==> src/shared/kms_pkg.sv <==
// shared constants and types for the keyboard and pointer serial ports
package kms_pkg;

  // register byte addresses
  localparam logic [31:0] KBD_DATA_ADDR = 32'h0320_0004;
  localparam logic [31:0] KBD_CTRL_ADDR = 32'h0320_0008;
  localparam logic [31:0] PTR_DATA_ADDR = 32'h0320_00a8;
  localparam logic [31:0] PTR_CTRL_ADDR = 32'h0320_00ac;

  // control write fields
  localparam int CTL_CLK = 0;
  localparam int CTL_DAT = 1;
  localparam int CTL_ENA = 3;
  localparam logic [7:0] CTL_RESET = 8'h00;

  // status read fields
  localparam int ST_TXE = 7;
  localparam int ST_TXB = 6;
  localparam int ST_RXF = 5;
  localparam int ST_RXB = 4;
  localparam int ST_ENA = 3;
  localparam int ST_PAR = 2;
  localparam int ST_DAT = 1;
  localparam int ST_CLK = 0;

  // bus responses
  localparam logic [1:0] RESP_OKAY = 2'h0;
  localparam logic [1:0] RESP_DECERR = 2'h3;

  // timing: clock period and link times in ns
  localparam int CLK_NS = 4;
  localparam int T_SB_NS = 1000;
  localparam int T_RTS_NS = 64000;
  // least time rounds up, nominal hold taken exactly
  localparam logic [15:0] T_SB_CYC = 16'((T_SB_NS + CLK_NS - 1) / CLK_NS);
  localparam logic [15:0] RTS_CYC = 16'(T_RTS_NS / CLK_NS);

  // frame edge counts
  localparam logic [3:0] RX_STOP = 4'h9;
  localparam logic [3:0] TX_LAST = 4'ha;

  typedef enum logic [1:0] {
    KMS_TX_IDLE = 2'h0,
    KMS_TX_HOLD = 2'h1,
    KMS_TX_REQ = 2'h3,
    KMS_TX_SHIFT = 2'h2
  } kms_tx_state_t;

  typedef struct packed {
    logic clk;
    logic dat;
  } kms_pins_t;

  typedef struct packed {
    logic hit;
    logic port;
    logic ctl;
  } kms_dec_t;

endpackage
==> src/logic/kms_top.sv <==
// keyboard and pointer two-wire serial ports behind an axi4-lite slave
// How it works
// - two identical ports, open-drain clock and data
// - enable bit 3 clear holds port sequencers and flags reset
// - bits 1/0 force data/clock low
// - status 7 ready-to-send, 6 sending
// - status 5 byte ready, 4 receiving
// - status 3 enable, 2 received parity
// - status 1/0 synchronised data/clock levels
// - data register: write sends, read returns received
// - two interrupt requests per port
// - transmit interrupt when another byte accepted
// - receive interrupt when full byte ready
// - state machines on system clock, synchronised lines
// - receive start, eight data, odd parity, stop
// - request: clock low, data low, release clock
// - clock held low 64 microseconds
// - data low at least 1us after clock
// - send eight data, parity, stop; ignore acknowledge
`timescale 1ns/10ps

module kms_port #(
  parameter logic [15:0] RTS_CYCLES = kms_pkg::RTS_CYC
) (
  input wire logic aclk,
  input wire logic aresetn,
  input wire kms_pkg::kms_pins_t pin_in,
  input wire logic ctl_wr,
  input wire logic data_wr,
  input wire logic data_rd,
  input wire logic [7:0] wdata,
  output kms_pkg::kms_pins_t pin_oe,
  output logic [7:0] status,
  output logic [7:0] rx_data,
  output logic irq_tx,
  output logic irq_rx
);

  logic ena;
  logic force_clk;
  logic force_dat;
  kms_pkg::kms_pins_t sync1;
  kms_pkg::kms_pins_t sync2;
  kms_pkg::kms_pins_t sync3;
  logic clk_fall;
  kms_pkg::kms_tx_state_t tx_state;
  logic [15:0] tx_cnt;
  logic [9:0] tx_sh;
  logic [3:0] tx_bits;
  logic drv_clk;
  logic drv_dat;
  logic tx_empty;
  logic tx_go;
  logic tx_done;
  logic rx_busy;
  logic [3:0] rx_cnt;
  logic [8:0] rx_sh;
  logic rx_full;
  logic rx_par;
  logic rx_done;
  logic rx_open;

  // control bits: enable and line forcing; other bits ignored
  always_ff @(posedge aclk) begin
    if (!aresetn) begin
      ena <= kms_pkg::CTL_RESET[kms_pkg::CTL_ENA];
      force_clk <= kms_pkg::CTL_RESET[kms_pkg::CTL_CLK];
      force_dat <= kms_pkg::CTL_RESET[kms_pkg::CTL_DAT];
    end else if (ctl_wr) begin
      ena <= wdata[kms_pkg::CTL_ENA];
      force_clk <= wdata[kms_pkg::CTL_CLK];
      force_dat <= wdata[kms_pkg::CTL_DAT];
    end
  end

  // two-stage synchronisers plus a history stage for edges
  always_ff @(posedge aclk) begin
    if (!aresetn) begin
      sync1 <= '1;
      sync2 <= '1;
      sync3 <= '1;
    end else begin
      sync1 <= pin_in;
      sync2 <= sync1;
      sync3 <= sync2;
    end
  end

  assign clk_fall = sync3.clk & ~sync2.clk;

  // transmit sequencer: inhibit, request, then shift on falling edges
  assign tx_go = data_wr & ena & tx_empty;
  assign tx_done = (tx_state == kms_pkg::KMS_TX_SHIFT) & clk_fall &
                   (tx_bits == kms_pkg::TX_LAST);

  always_ff @(posedge aclk) begin
    if (!aresetn || !ena) begin
      tx_state <= kms_pkg::KMS_TX_IDLE;
      tx_cnt <= 16'h0000;
      tx_sh <= 10'h000;
      tx_bits <= 4'h0;
      drv_clk <= 1'b0;
      drv_dat <= 1'b0;
    end else begin
      case (tx_state)
        kms_pkg::KMS_TX_IDLE: begin
          if (tx_go) begin
            tx_state <= kms_pkg::KMS_TX_HOLD;
            tx_cnt <= 16'h0000;
            // stop, odd parity, byte; shifted out lsb first
            tx_sh <= {1'b1, ~^wdata, wdata};
            drv_clk <= 1'b1;
          end
        end
        kms_pkg::KMS_TX_HOLD: begin
          tx_cnt <= tx_cnt + 16'h0001;
          if (tx_cnt == kms_pkg::T_SB_CYC - 16'h0001) begin
            tx_state <= kms_pkg::KMS_TX_REQ;
            drv_dat <= 1'b1;
          end
        end
        kms_pkg::KMS_TX_REQ: begin
          tx_cnt <= tx_cnt + 16'h0001;
          if (tx_cnt == RTS_CYCLES - 16'h0001) begin
            tx_state <= kms_pkg::KMS_TX_SHIFT;
            drv_clk <= 1'b0;
            tx_bits <= 4'h0;
          end
        end
        kms_pkg::KMS_TX_SHIFT: begin
          if (clk_fall) begin
            if (tx_bits == kms_pkg::TX_LAST) begin
              // acknowledge edge: not checked, frame over
              tx_state <= kms_pkg::KMS_TX_IDLE;
              drv_dat <= 1'b0;
            end else begin
              drv_dat <= ~tx_sh[0];
              tx_sh <= {1'b1, tx_sh[9:1]};
              tx_bits <= tx_bits + 4'h1;
            end
          end
        end
        default: tx_state <= kms_pkg::KMS_TX_IDLE;
      endcase
    end
  end

  // transmit register empty flag
  always_ff @(posedge aclk) begin
    if (!aresetn || !ena) begin
      tx_empty <= 1'b1;
    end else if (tx_done) begin
      tx_empty <= 1'b1;
    end else if (tx_go) begin
      tx_empty <= 1'b0;
    end
  end

  // receiver: sample data on falling clock while not sending
  assign rx_open = (tx_state == kms_pkg::KMS_TX_IDLE) & clk_fall;
  assign rx_done = rx_busy & rx_open & (rx_cnt == kms_pkg::RX_STOP);

  always_ff @(posedge aclk) begin
    if (!aresetn || !ena) begin
      rx_busy <= 1'b0;
      rx_cnt <= 4'h0;
      rx_sh <= 9'h000;
    end else if (tx_state != kms_pkg::KMS_TX_IDLE) begin
      rx_busy <= 1'b0; // our own send overrides a partial frame
    end else if (rx_open) begin
      if (!rx_busy) begin
        if (!sync2.dat) begin
          rx_busy <= 1'b1;
          rx_cnt <= 4'h0;
        end
      end else if (rx_cnt == kms_pkg::RX_STOP) begin
        rx_busy <= 1'b0;
      end else begin
        rx_sh <= {sync2.dat, rx_sh[8:1]};
        rx_cnt <= rx_cnt + 4'h1;
      end
    end
  end

  // received byte and parity survive a disable
  always_ff @(posedge aclk) begin
    if (!aresetn) begin
      rx_data <= 8'h00;
      rx_par <= 1'b0;
    end else if (rx_done) begin
      rx_data <= rx_sh[7:0];
      rx_par <= rx_sh[8];
    end
  end

  // receive full flag; a new byte beats a read in the same cycle
  always_ff @(posedge aclk) begin
    if (!aresetn || !ena) begin
      rx_full <= 1'b0;
    end else if (rx_done) begin
      rx_full <= 1'b1;
    end else if (data_rd) begin
      rx_full <= 1'b0;
    end
  end

  // open-drain enables: forced or sequencer drive
  always_ff @(posedge aclk) begin
    if (!aresetn) begin
      pin_oe <= '0;
    end else begin
      pin_oe.clk <= force_clk | drv_clk;
      pin_oe.dat <= force_dat | drv_dat;
    end
  end

  // interrupt request levels
  always_ff @(posedge aclk) begin
    if (!aresetn) begin
      irq_tx <= 1'b0;
      irq_rx <= 1'b0;
    end else begin
      irq_tx <= ena & tx_empty;
      irq_rx <= rx_full;
    end
  end

  // status byte
  always_comb begin
    status = 8'h00;
    status[kms_pkg::ST_TXE] = ena & tx_empty;
    status[kms_pkg::ST_TXB] = ena &
      (tx_state != kms_pkg::KMS_TX_IDLE);
    status[kms_pkg::ST_RXF] = ena & rx_full;
    status[kms_pkg::ST_RXB] = ena & rx_busy;
    status[kms_pkg::ST_ENA] = ena;
    status[kms_pkg::ST_PAR] = rx_par;
    status[kms_pkg::ST_DAT] = sync2.dat;
    status[kms_pkg::ST_CLK] = sync2.clk;
  end

  // checks
  logic [15:0] clk_low_run;

  always_ff @(posedge aclk) begin
    if (!aresetn) begin
      clk_low_run <= 16'h0000;
    end else if (pin_oe.clk) begin
      clk_low_run <= clk_low_run + 16'h0001;
    end else begin
      clk_low_run <= 16'h0000;
    end
  end
endmodule

module kms_top #(
  parameter logic [15:0] RTS_CYCLES = kms_pkg::RTS_CYC
) (
  input wire logic aclk,
  input wire logic aresetn,
  input wire logic awvalid,
  output logic awready,
  input wire logic [31:0] awaddr,
  input wire logic wvalid,
  output logic wready,
  input wire logic [31:0] wdata,
  input wire logic [3:0] wstrb,
  output logic bvalid,
  input wire logic bready,
  output logic [1:0] bresp,
  input wire logic arvalid,
  output logic arready,
  input wire logic [31:0] araddr,
  output logic rvalid,
  input wire logic rready,
  output logic [31:0] rdata,
  output logic [1:0] rresp,
  input wire logic kbd_line_clk_in,
  output logic kbd_line_clk_out,
  output logic kbd_line_clk_oe,
  input wire logic kbd_line_dat_in,
  output logic kbd_line_dat_out,
  output logic kbd_line_dat_oe,
  input wire logic pointer_line_clk_in,
  output logic pointer_line_clk_out,
  output logic pointer_line_clk_oe,
  input wire logic pointer_line_dat_in,
  output logic pointer_line_dat_out,
  output logic pointer_line_dat_oe,
  output logic irq_group_two_tx,
  output logic irq_group_two_rx,
  output logic irq_group_four_tx,
  output logic irq_group_four_rx
);

  // address decode: port 0 keyboard, port 1 pointer
  function automatic kms_pkg::kms_dec_t kms_decode(input logic [31:0] a);
    kms_pkg::kms_dec_t d;
    d = '0;
    if (a == kms_pkg::KBD_DATA_ADDR) begin
      d = '{hit: 1'b1, port: 1'b0, ctl: 1'b0};
    end else if (a == kms_pkg::KBD_CTRL_ADDR) begin
      d = '{hit: 1'b1, port: 1'b0, ctl: 1'b1};
    end else if (a == kms_pkg::PTR_DATA_ADDR) begin
      d = '{hit: 1'b1, port: 1'b1, ctl: 1'b0};
    end else if (a == kms_pkg::PTR_CTRL_ADDR) begin
      d = '{hit: 1'b1, port: 1'b1, ctl: 1'b1};
    end
    return d;
  endfunction

  logic aw_have;
  logic w_have;
  logic [31:0] aw_addr;
  logic [7:0] w_byte;
  logic w_lane;
  logic wr_go;
  logic rd_go;
  kms_pkg::kms_dec_t wdec;
  kms_pkg::kms_dec_t rdec;
  logic [1:0] wr_ctl;
  logic [1:0] wr_dat;
  logic [1:0] rd_dat;
  logic [7:0] st [2];
  logic [7:0] rxd [2];
  kms_pkg::kms_pins_t kbd_in;
  kms_pkg::kms_pins_t ptr_in;
  kms_pkg::kms_pins_t kbd_oe;
  kms_pkg::kms_pins_t ptr_oe;
  logic [1:0] irq_tx;
  logic [1:0] irq_rx;
  logic line_low;

  assign wdec = kms_decode(aw_addr);
  assign rdec = kms_decode(araddr);
  assign wr_go = aw_have & w_have & ~bvalid;
  assign rd_go = arvalid & arready;

  // register strobes, one cycle each; byte lane 0 carries the data
  always_comb begin
    wr_ctl = 2'h0;
    wr_dat = 2'h0;
    rd_dat = 2'h0;
    if (wr_go && wdec.hit && w_lane) begin
      wr_ctl[wdec.port] = wdec.ctl;
      wr_dat[wdec.port] = ~wdec.ctl;
    end
    if (rd_go && rdec.hit && !rdec.ctl) begin
      rd_dat[rdec.port] = 1'b1;
    end
  end

  // write channels: address and data in either order, then response
  always_ff @(posedge aclk) begin
    if (!aresetn) begin
      awready <= 1'b1;
      wready <= 1'b1;
      aw_have <= 1'b0;
      w_have <= 1'b0;
      aw_addr <= 32'h0000_0000;
      w_byte <= 8'h00;
      w_lane <= 1'b0;
      bvalid <= 1'b0;
      bresp <= kms_pkg::RESP_OKAY;
    end else begin
      if (awvalid && awready) begin
        aw_addr <= awaddr;
        aw_have <= 1'b1;
        awready <= 1'b0;
      end
      if (wvalid && wready) begin
        w_byte <= wdata[7:0];
        w_lane <= wstrb[0];
        w_have <= 1'b1;
        wready <= 1'b0;
      end
      if (wr_go) begin
        bvalid <= 1'b1;
        bresp <= wdec.hit ? kms_pkg::RESP_OKAY : kms_pkg::RESP_DECERR;
        aw_have <= 1'b0;
        w_have <= 1'b0;
      end
      if (bvalid && bready) begin
        bvalid <= 1'b0;
        awready <= 1'b1;
        wready <= 1'b1;
      end
    end
  end

  // read channel: answer one cycle after the address is taken
  always_ff @(posedge aclk) begin
    if (!aresetn) begin
      arready <= 1'b1;
      rvalid <= 1'b0;
      rdata <= 32'h0000_0000;
      rresp <= kms_pkg::RESP_OKAY;
    end else begin
      if (rd_go) begin
        arready <= 1'b0;
        rvalid <= 1'b1;
        if (!rdec.hit) begin
          rdata <= 32'h0000_0000;
          rresp <= kms_pkg::RESP_DECERR;
        end else if (rdec.ctl) begin
          rdata <= {24'h00_0000, st[rdec.port]};
          rresp <= kms_pkg::RESP_OKAY;
        end else begin
          rdata <= {24'h00_0000, rxd[rdec.port]};
          rresp <= kms_pkg::RESP_OKAY;
        end
      end
      if (rvalid && rready) begin
        rvalid <= 1'b0;
        arready <= 1'b1;
      end
    end
  end

  // open-drain pins only ever pull low
  always_ff @(posedge aclk) begin
    line_low <= 1'b0;
  end

  assign kbd_in = '{clk: kbd_line_clk_in, dat: kbd_line_dat_in};
  assign ptr_in = '{clk: pointer_line_clk_in, dat: pointer_line_dat_in};

  // two identical ports
  kms_port #(.RTS_CYCLES(RTS_CYCLES)) u_kbd (
    .aclk(aclk),
    .aresetn(aresetn),
    .pin_in(kbd_in),
    .ctl_wr(wr_ctl[0]),
    .data_wr(wr_dat[0]),
    .data_rd(rd_dat[0]),
    .wdata(w_byte),
    .pin_oe(kbd_oe),
    .status(st[0]),
    .rx_data(rxd[0]),
    .irq_tx(irq_tx[0]),
    .irq_rx(irq_rx[0])
  );

  kms_port #(.RTS_CYCLES(RTS_CYCLES)) u_ptr (
    .aclk(aclk),
    .aresetn(aresetn),
    .pin_in(ptr_in),
    .ctl_wr(wr_ctl[1]),
    .data_wr(wr_dat[1]),
    .data_rd(rd_dat[1]),
    .wdata(w_byte),
    .pin_oe(ptr_oe),
    .status(st[1]),
    .rx_data(rxd[1]),
    .irq_tx(irq_tx[1]),
    .irq_rx(irq_rx[1])
  );

  assign kbd_line_clk_out = line_low;
  assign kbd_line_dat_out = line_low;
  assign pointer_line_clk_out = line_low;
  assign pointer_line_dat_out = line_low;
  assign kbd_line_clk_oe = kbd_oe.clk;
  assign kbd_line_dat_oe = kbd_oe.dat;
  assign pointer_line_clk_oe = ptr_oe.clk;
  assign pointer_line_dat_oe = ptr_oe.dat;
  assign irq_group_two_tx = irq_tx[0];
  assign irq_group_two_rx = irq_rx[0];
  assign irq_group_four_tx = irq_tx[1];
  assign irq_group_four_rx = irq_rx[1];

endmodule

==> config.mk <==
export PLATFORM = sky130hd
export DESIGN_NAME = kms_top
export DESIGN_NICKNAME = d
export VERILOG_FILES = /design/src/shared/kms_pkg.sv /design/src/logic/kms_top.sv
export SDC_FILE = /design/constraint.sdc
export NUM_CORES = 1
export LEC_CHECK = 0
export BUFFER_PORTS_ARGS = -buffer_cell sky130_fd_sc_hd__buf_2
export CAP_MARGIN = 30
export CORE_ASPECT_RATIO = 0.5
export CORE_UTILIZATION = 60
export DETAILED_ROUTE_END_ITERATION = 6
export PLACE_DENSITY = 0.85
export SETUP_SLACK_MARGIN = 0.1
export SYNTH_ARGS = -nofsm -noshare
export SYNTH_HDL_FRONTEND = slang
export SYNTH_HIERARCHICAL = 1
export SYNTH_SLANG_ARGS = --single-unit
==> constraint.sdc <==
create_clock -name aclk -period 4.5 [get_ports aclk]
set_input_delay 0.225 -clock aclk [delete_from_list [all_inputs] [get_ports aclk]]
set_output_delay 0.225 -clock aclk [all_outputs]
set_load 0.02 [all_outputs]
==> out/results.tsv, run 1 <==
stage	metric	value	unit
status	outcome	complete, no violations	
routing	routed_wl	20.7	mm
routing	dr.pass1.iters	5	
logic_synthesis	ys_ff_latch	200	
logic_synthesis	synth.largest_area_cell	dfxtp_1	
routing	vias	7823	
sta	tightest_slew	1.01	ns
placed_design	gp_congestion	0.899	
routing	via_per_inst	5.93	
cts	path_clk_slew	0.09	ns
placed_design	dp_hpwl	13.8	mm
logic_synthesis	synth_compound_area_frac	0.139	
final_layout	final_nets	1231	
floorplan	die_area	16000	sq um
critical_path	worstReg2RegEnd	u_ptr/tx_sh[6]$_SDFFE_PP0P_	
critical_path	cp.arrival	3.44	ns
min_path	worstHoldPathCells	3	
sta	drv_slew	0	
floorplan	rows	31	
min_path	hp-start	awaddr[11]	
sta	fin_crit	3.17	ns
critical_path	reg2reg_slack	1.33	ns
logic_synthesis	synth-edff-count	0	
logic_synthesis	syn_inst	1034	
final_layout	fillers	1110	
final_layout	diodes	0	
cts	cts-buffers-inserted	17	
grt	track_usage	0.262	
critical_path	critPathRequiredTime	4.77	ns
sta	fmax	315	MHz
logic_synthesis	synthXorXnorAreaFrac	0.0180	
routing	post_drt_wl_per_cell	15.7	um
sta	fin_tns_setup	0	ns
floorplan	pin_count	164	
routing	first_iter_violations	580	
final_layout	fin_cells	1319	
final_layout	final_common_cell	dfxtp_1	
routing	antenna_left	0	
floorplan	fp.coreArea	14800	sq um
final_layout	regArea	4000	sq um
cts	cts-root-buf	clkbuf_16	
cts	h-tree-depth	4	
logic_synthesis	synth.cell_area	9260	sq um
final_layout	multi_input_area	4750	sq um
final_layout	syn2layout_area_growth	11.4	%
grt	grt_max_degree	48	
cts	cts-hold-fix-buffers	6	
logic_synthesis	muxShareOfSynthArea	0.0807	
sta	finalSetupViolCount	0	
sta	clock_skew	0.0186	ns
logic_synthesis	syn_avg_cell_area	8.96	sq um
logic_synthesis	synthAdderAreaFrac	0.0162	
cts	cts_tree	yes	
grt	grt_pass1_vias	7125	
grt	antenna_found_initial	0	
logic_synthesis	synth_simple_gate_area_frac	0.248	
routing	drc_errors	0	
cts	clockBufferDepth	2	
min_path	hold_path.class	input port to flop	
critical_path	crit_end	u_ptr/tx_sh[6]$_SDFFE_PP0P_	
power_and_ir_drop	ir_drop	0.325	mV
logic_synthesis	synth_top_cell_area_share	0.432	
critical_path	r2r_cells	10	
sta	slew_headroom	0.327	
logic_synthesis	synth_top_family_by_area	simple AND/OR/NAND/NOR gates	
logic_synthesis	synth_warnings	6	
logic_synthesis	seq_area_frac_synth	0.432	
cts	cts.repair.resized	0	
critical_path	cp-start-kind	flop	
power_and_ir_drop	leakage	4.14	nW
sta	fin_crit_sh	0.704	
cts	clock_sinks	200	
critical_path	crit_type	flop to flop	
power_and_ir_drop	powerDensity	345	nW/um^2
sta	rsz0062_at_grt	false	
grt	grt_pass1_wl	34.2	mm
placed_design	io_buffers	108	
floorplan	die_x	178	um
logic_synthesis	async_flop_share	0	
floorplan	initial_utilization	0.627	
critical_path	endpoint_kind	flop	
critical_path	critPathMaxFanout	11	
cts	cts_setup_buffers	0	
final_layout	final_cell_mix	dfxtp_1 (200), nand2_1 (112), buf_2 (108), a21oi_1 (92), mux2i_1 (69)	
logic_synthesis	synth.distinct_cells	68	
floorplan	dieHeight	89.9	um
job	cap_violations	0	
grt	grt_overflow_total	0	
logic_synthesis	synth_ff_type	dfxtp_1	
logic_synthesis	synth.area.top_cells	dfxtp_1 (43%), mux2i_1 (7.5%), a21oi_1 (5.0%)	
sta	hold_violations	0	
placed_design	dp_cells	1281	
cts	clk_latency	0.44	ns
critical_path	setup.worst_path.start	aw_addr[2]$_SDFFE_PN0P_	
final_layout	layout-drive-gt1-share	0.158	
critical_path	timing.rr.start	aw_addr[2]$_SDFFE_PN0P_	
[critical path, stage by stage, from the launching register on]
cell and delay, ns:
dfxtp_1 0.37, inv_1 0.06, or4_1 0.52, a211oi_1 0.42, nand4_1 0.18, nor2_1 0.37
nand3_1 0.19, o21ai_0 0.18, buf_4 0.20, and2_1 0.36, a211oi_1 0.14
[final cells by class]
cell class,count,area share
clock inverter,15,0.0167
clock buffer,17,0.0412
timing repair buffer,120,0.0626
inverter,19,0.00691
multi-input combinational,750,0.461
sequential,200,0.388
tap,198,0.0240
[state kept, by name (all words and copies together), names as in the netlist, 4 cells and up]
name	cells
u_kbd/rx_cnt	4
u_kbd/tx_sh	10
u_kbd/rx_sh	9
u_ptr/tx_bits	4
w_byte	8
u_kbd/tx_cnt	16
u_ptr/rx_sh	9
u_ptr/rx_data	8
u_kbd/rx_data	8
u_ptr/tx_sh	10
rdata	8
aw_addr	32
u_ptr/rx_cnt	4
u_ptr/tx_cnt	16
u_kbd/tx_bits	4
[cells by family (layout without fill, tap and decap cells)]
family                   Yosys count  in the layout
adder cells (fa/ha/maj)           12             12
AO/OA/AOI/OAI                    203            203
flip-flops                       200            200
AND/OR/NAND/NOR                  414            414
multiplexers                      74             74
other                              1             28
buffers and inverters            111            171
XOR/XNOR                          19             19
[Yosys cell counts, types with 5 or more instances]
master,count
a211oi_1,18
o31ai_1,6
nor3_1,21
and2_1,22
a21oi_1,92
mux2_2,5
nand3b_1,8
xor2_1,7
nor4_1,14
nor4b_1,7
ha_1,12
o21ai_0,23
buf_6,7
and3_1,12
or3_1,15
clkbuf_1,40
inv_1,19
nand3_1,29
nand4_1,25
dfxtp_1,200
nand2_1,112
nor2b_1,28
or4_1,9
nor2_1,48
a32oi_1,5
buf_4,34
nand2b_1,31
xnor2_1,12
buf_2,8
o2bb2ai_1,5
a31o_2,6
and4_1,5
mux2i_1,69
o21a_1,10
[worst min-delay path by stage]
stage,to,slack (ns)
2_1_floorplan,awready$_SDFFE_PP1P_,0.33
3_3_place_gp,u_ptr/status[0]$_SDFF_PN1_,0.40
3_5_place_dp,u_kbd/status[1]$_SDFF_PN1_,0.40
4_1_cts,aw_addr[12]$_SDFFE_PN0P_,0.007
5_1_grt,arready$_SDFFE_PP1P_,0.02
6_report,aw_addr[11]$_SDFFE_PN0P_,0.02
[metrics by stage]
| step | hold WS (ns) | instance area (sq um) | power (mW) | utilization | worst slack [ns] |
|---|---|---|---|---|---|
| 2_1_floorplan | 0.325 | 9360 | 2.01 | - | 2.01 |
| 3_3_place_gp | 0.397 | 9660 | 2.06 | 0.654 | 1.50 |
| 3_5_place_dp | 0.395 | 9660 | 2.06 | 0.654 | 1.45 |
| 4_1_cts | 0.00715 | 10300 | 3.57 | 0.698 | 1.40 |
| 5_1_grt | 0.0164 | 10300 | 3.67 | 0.698 | 1.13 |
| 6_report | 0.0157 | 10300 | 3.56 | 0.698 | 1.33 |
[routing by layer]
metal | vias up | share of wire | track usage
met5 | - | 0 | 0
met4 | 0 | 0.016 | 0.0726
met3 | 32 | 0.063 | 0.0453
met2 | 330 | 0.46 | 0.429
met1 | 3684 | 0.46 | 0.357
li1 | 3777 | - | -
[report_power, final]
group	leakage, nW	internal [mW]	switching, mW
logic	2.23	0.0822	0.119
clock network	0.290	0.756	0.773
registers	1.62	1.80	0.0268
Note: power is estimated with default switching activity, not from simulation.
==> inputs of run 2 (changes only) <==
--- a/config.mk
+++ b/config.mk
@@ -8,9 +8,9 @@
 export BUFFER_PORTS_ARGS = -buffer_cell sky130_fd_sc_hd__buf_2
 export CAP_MARGIN = 30
 export CORE_ASPECT_RATIO = 0.5
-export CORE_UTILIZATION = 60
+export CORE_UTILIZATION = 51
 export DETAILED_ROUTE_END_ITERATION = 6
-export PLACE_DENSITY = 0.85
+export PLACE_DENSITY = 0.77
 export SETUP_SLACK_MARGIN = 0.1
 export SYNTH_ARGS = -nofsm -noshare
 export SYNTH_HDL_FRONTEND = slang
==> constraint.sdc (replaced) <==
create_clock -name aclk -period 2.9 [get_ports aclk]
set_input_delay 0.145 -clock aclk [delete_from_list [all_inputs] [get_ports aclk]]
set_output_delay 0.145 -clock aclk [all_outputs]
set_load 0.02 [all_outputs]
==> run 2 against run 1 <==
Net effect: the run now ends with DRC left; clock-buffer cell count up 3; register-to-register slack worse by 1.1 ns; utilization down 7.7 points; setup slack worse by 1.1 ns; fmax up 21%; sequential cell count unchanged; hold slack better by 0.0072 ns; largest power group unchanged.
==> out/results.tsv, run 2 (synthesis results as in run 1) <==
stage	metric	value	unit	change
sta	fmax	381	MHz	+21%
floorplan	dieHeight	97.3	um	+8.3%
final_layout	largest_reg_flops	32		unchanged
final_layout	fillers	1431		+29%
grt	grt_overflow_total	0		unchanged
final_layout	final_common_cell	dfxtp_1		
grt	antenna_found_initial	0		unchanged
sta	hold_violations	0		unchanged
power_and_ir_drop	leakage	4.38	nW	+5.8%
cts	cts-root-buf	clkbuf_16		
routing	dr.pass1.iters	7		+2
critical_path	crit_chain	inv_1 -> or4_1 -> a211oi_2 -> nand4_1 -> nor2_4 -> nand3_1 -> o21ai_1 -> buf_4 -> a21oi_1 -> a211oi_1		
job	cap_violations	0		unchanged
critical_path	cp.arrival	2.97	ns	-0.47 ns
routing	antenna_left	0		unchanged
critical_path	critPathMaxFanout	10		-1
sta	rsz0062_at_grt	false		
cts	clock_sinks	200		unchanged
routing	routed_wl	21.6	mm	+4.4%
floorplan	die_area	18700	sq um	+17%
sta	finalSetupViolCount	0		unchanged
routing	post_drt_wl_per_cell	15.3	um	-2.2%
critical_path	crit_slowest_cell	or4_1		
routing	first_iter_violations	496		-14%
sta	clock_skew	0.0133	ns	-0.00525 ns
critical_path	endpoint_kind	flop		
final_layout	diodes	0		unchanged
routing	via_per_inst	5.62		-5.3%
routing	vias	7911		+1.1%
sta	slew_headroom	0.544		+0.218
final_layout	max_flop_register	aw_addr		
cts	cts-buffers-inserted	17		unchanged
cts	path_clk_slew	0.08	ns	about the same
sta	drv_slew	0		unchanged
floorplan	pin_count	164		unchanged
sta	tightest_slew	0.683	ns	-0.327 ns
placed_design	dp_hpwl	14.5	mm	+4.7%
final_layout	syn2layout_area_growth	17.9	%	
final_layout	final_cell_mix	dfxtp_1 (199), nand2_1 (112), buf_2 (108), a21oi_1 (92), mux2i_1 (69)		
placed_design	io_buffers	108		unchanged
sta	fin_crit_sh	0.906		+0.202
critical_path	critPathRequiredTime	3.24	ns	-1.53 ns
sta	fin_tns_setup	0	ns	unchanged
grt	grt_pass1_wl	35.5	mm	+3.6%
cts	h-tree-depth	4		unchanged
grt	track_usage	0.233		-0.0299
routing	drc_errors	14		+14
placed_design	gp_congestion	0.867		-3.5%
critical_path	cp_slowest_stage_delay	0.54	ns	+0.02 ns
grt	grt_pass1_vias	7399		+3.8%
critical_path	cp-start-kind	flop		
critical_path	crit_type	flop to flop		
power_and_ir_drop	ir_drop	0.412	mV	+27%
min_path	hold_path.class	input port to flop		
grt	grt_max_degree	35		-27%
final_layout	stdcell_area	10900	sq um	+5.8%
floorplan	initial_utilization	0.527		-0.0996
floorplan	fp.coreArea	17600	sq um	+19%
critical_path	path_buf_inv	2		unchanged
final_layout	largestRegisters	aw_addr x32, u_kbd/tx_cnt x16, u_ptr/tx_cnt x16		
cts	cts_tree	yes		
floorplan	die_x	193	um	+8.4%
status	violations	DRC		
placed_design	dpl_cell_area	9770	sq um	+1.2%
status	outcome	finished, violations left		
final_layout	final_nets	1284		+4.3%
final_layout	final_util	0.621		-0.0768
floorplan	rows	34		+9.7%
sta	fin_crit	2.63	ns	-0.543 ns
final_layout	layout-drive-gt1-share	0.164		+0.00565
critical_path	critical-path-top-delay-family	simple AND/OR/NAND/NOR gates		
power_and_ir_drop	powerDensity	513	nW/um^2	+49%
cts	clockBufferDepth	2		unchanged
cts	clk_latency	0.43	ns	about the same
## run 2: repair_timing
action,in CTS,in global routing
buffers inserted,0,0
endpoints found under the hold margin,49,0
gates resized for setup,2,6
endpoints found under the setup margin,10,26
pin swaps,0,3
hold buffers,48,0
## run 2: final cells by class
class	instances	area (sq um)	share of cell area
inverter	19	71.3	0.00653
clock inverter	12	133	0.0121
tap	234	293	0.0268
clock buffer	20	457	0.0418
multi-input combinational	750	4770	0.437
timing repair buffer	173	1190	0.109
sequential	200	4010	0.367
## run 2: metrics by stage
step	cells	hold WS, ns	setup slack [ns]	total power [mW]
3_5_place_dp	1326	0.334	0.0148	3.21
5_1_grt	1408	0.0312	0.107	5.80
2_1_floorplan	1061	0.245	0.414	3.12
3_3_place_gp	1326	0.329	0.194	3.19
4_1_cts	1406	0.00282	0.128	5.62
6_report	1408	0.0228	0.273	5.60
## run 2: final timing paths
check,start,to,slack (ns),cells past startpoint
max,aw_addr[2]$_SDFFE_PN0P_,u_ptr/tx_sh[7]$_SDFFE_PP0P_,0.27,10
max reg2reg,aw_addr[2]$_SDFFE_PN0P_,u_ptr/tx_sh[7]$_SDFFE_PP0P_,0.27,10
min reg2reg,u_kbd/sync1[1]$_SDFF_PN1_,u_kbd/status[0]$_SDFF_PN1_,0.41,1
min,arvalid,arready$_SDFFE_PP1P_,0.02,3
## run 2: worst min-delay path: stages
cell     delay [ns]
buf_2          0.11
inv_1          0.05
a221o_1        0.12
## run 2: power breakdown
group | switching (mW) | leakage [nW] | internal, mW
clock network | 1.12 | 0.288 | 1.27
logic | 0.203 | 2.47 | 0.176
registers | 0.0420 | 1.62 | 2.79
## run 2: routing by layer
layer / global-route usage / share of wire / vias up
met3: 0.0383 / 0.042 / 28
met4: 0.0612 / 0.014 / 0
li1: - / - / 3905
met5: 0 / 0 / -
met2: 0.390 / 0.48 / 212
met1: 0.309 / 0.47 / 3766
==> inputs of run 3 (changes only) <==
--- a/config.mk
+++ b/config.mk
@@ -10,6 +10,7 @@
 export CORE_ASPECT_RATIO = 0.5
 export CORE_UTILIZATION = 51
 export DETAILED_ROUTE_END_ITERATION = 6
+export HOLD_SLACK_MARGIN = 0.06
 export PLACE_DENSITY = 0.77
 export SETUP_SLACK_MARGIN = 0.1
 export SYNTH_ARGS = -nofsm -noshare
==> run 3 against run 2 <==
Net effect: the flow still finishes with violations (DRC); total power up 0.28%; sequential share of layout area down 0.13 points; die area unchanged; largest power group unchanged.
==> out/results.tsv, run 3 (synthesis results as in run 1) <==
stage	metric	value	unit	change
sta	drv_slew	0		unchanged
routing	drc_errors	14		unchanged
routing	vias	7932		+0.27%
final_layout	multi_input_area	4770	sq um	unchanged
sta	slew_headroom	0.525		-0.0194
grt	met1_usage	0.310		+0.00122
cts	cts-root-buf	clkbuf_16		
cts	clockBufferDepth	2		unchanged
grt	grt_use_met3	0.0386		+0.000361
power_and_ir_drop	finalPower	5.62	mW	+0.28%
cts	clk_latency	0.43	ns	about the same
status	violations	DRC		
final_layout	diodes	0		unchanged
cts	path_clk_slew	0.08	ns	about the same
grt	grt_pass1_wl	35.8	mm	+0.86%
grt	top_usage_layer	met2		
floorplan	rows	34		unchanged
floorplan	pin_count	164		unchanged
routing	post_drt_wl_per_cell	15.5	um	+1.1%
sta	clock_skew	0.0139	ns	+0.000595 ns
floorplan	fp.coreArea	17600	sq um	unchanged
final_layout	final_cell_mix	dfxtp_1 (199), nand2_1 (112), buf_2 (108), a21oi_1 (92), mux2i_1 (69)		
critical_path	cp-start-kind	flop		
routing	routed_wl	21.9	mm	+1.4%
sta	rsz0062_at_grt	false		
critical_path	critPathRequiredTime	3.24	ns	about the same
critical_path	crit_type	flop to flop		
placed_design	dp_hpwl	14.5	mm	unchanged
placed_design	io_buffers	108		unchanged
routing	dr.pass1.iters	7		unchanged
min_path	hp-start	araddr[3]		
cts	h-tree-depth	4		unchanged
final_layout	largest_reg_flops	32		unchanged
cts	clock_sinks	200		unchanged
final_layout	max_flop_register	aw_addr		
cts	cts_tree	yes		
grt	antenna_found_initial	0		unchanged
floorplan	initial_utilization	0.527		unchanged
sta	finalSetupViolCount	0		unchanged
cts	cts_setup_buffers	0		unchanged
grt	grt_overflow_total	0		unchanged
routing	first_iter_violations	511		+3.0%
power_and_ir_drop	powerDensity	513	nW/um^2	about the same
min_path	hold_path.class	input port to flop		
grt	track_usage	0.235		+0.00207
sta	whs	0.173	ns	+0.150 ns
floorplan	dieHeight	97.3	um	unchanged
floorplan	die_area	18700	sq um	unchanged
final_layout	largestRegisters	aw_addr x32, u_kbd/tx_cnt x16, u_ptr/tx_cnt x16		
routing	via_per_inst	5.62		about the same
final_layout	layout-drive-gt1-share	0.163		-0.000555
final_layout	final_util	0.624		+0.00228
grt	grt_max_degree	35		unchanged
critical_path	endpoint_kind	flop		
sta	fin_crit_sh	0.905		-0.00144
status	outcome	finished, violations left		
final_layout	regArea	4010	sq um	unchanged
critical_path	timing.rr.start	aw_addr[2]$_SDFFE_PN0P_		
sta	fmax	381	MHz	+0.16%
power_and_ir_drop	leakage	4.39	nW	+0.31%
sta	hold_violations	0		unchanged
power_and_ir_drop	ir_drop	0.412	mV	about the same
final_layout	fillers	1431		unchanged
final_layout	syn2layout_area_growth	18.3	%	
critical_path	setup.worst_path.start	aw_addr[2]$_SDFFE_PN0P_		
critical_path	cp.arrival	2.96	ns	about the same
job	cap_violations	0		unchanged
critical_path	critPathMaxFanout	10		unchanged
cts	cts-buffers-inserted	17		unchanged
placed_design	gp_congestion	0.867		unchanged
sta	tightest_slew	0.712	ns	+0.0290 ns
floorplan	die_x	193	um	unchanged
grt	met2_usage	0.395		+0.00443
final_layout	final_common_cell	dfxtp_1		
grt	grt_pass1_vias	7452		+0.72%
routing	antenna_left	0		unchanged
sta	fin_tns_setup	0	ns	unchanged
sta	fin_crit	2.62	ns	-0.00419 ns
final_layout	final_nets	1288		+0.31%
[run 3: through the flow]
step / std cells / setup WS [ns] / instance area, sq um
after floorplan: 1061 / 0.414 / 9360
after global routing: 1412 / 0.107 / 11000
final: 1412 / 0.277 / 11000
after detailed placement: 1326 / 0.0148 / 9770
after CTS: 1410 / 0.128 / 10900
after global placement: 1326 / 0.194 / 9770
[run 3: area by class of cell]
type                    instances  share of cell area
well taps                     234              0.0267
inverters                      19             0.00651
clock buffers                  20              0.0417
flip-flops and latches        200               0.365
clock inverters                12              0.0121
multi-input cells             750               0.435
repair buffers                177               0.112
[run 3: worst paths after layout]
check                                                    to  slack (ns)  cells past startpoint
worst max register to register  u_ptr/tx_sh[7]$_SDFFE_PP0P_        0.28                     10
worst min-delay path                  rdata[0]$_SDFFE_PN0P_        0.17                      4
worst min register to register   u_kbd/status[0]$_SDFF_PN1_        0.41                      1
worst max-delay path            u_ptr/tx_sh[7]$_SDFFE_PP0P_        0.28                     10
[run 3: what timing repair did]
item	4_1_cts	5_1_grt
endpoints found under the setup margin	10	26
endpoints found under the hold margin	50	0
gates resized for setup	2	6
pin swaps	0	3
hold buffers	52	0
[run 3: critical path: stages, from the launching register on]
cell and delay [ns]:
dfxtp_2 0.38, inv_1 0.06, or4_1 0.54, a211oi_2 0.25
nand4_1 0.21, nor2_4 0.24, nand3_1 0.17, o21ai_1 0.19
buf_4 0.19, a21oi_1 0.08, a211oi_1 0.23
[run 3: report_power, final]
part           switching (mW)  leakage, nW  internal, mW
registers              0.0418         1.62          2.79
logic                   0.207         2.48         0.181
clock network            1.13        0.288          1.27
[run 3: routing by layer]
metal,share of wire,wire [um],vias up
li1,-,-,3895
met1,0.46,10100,3790
met5,0,0,-
met2,0.48,10500,217
met4,0.015,321,0
met3,0.045,995,30
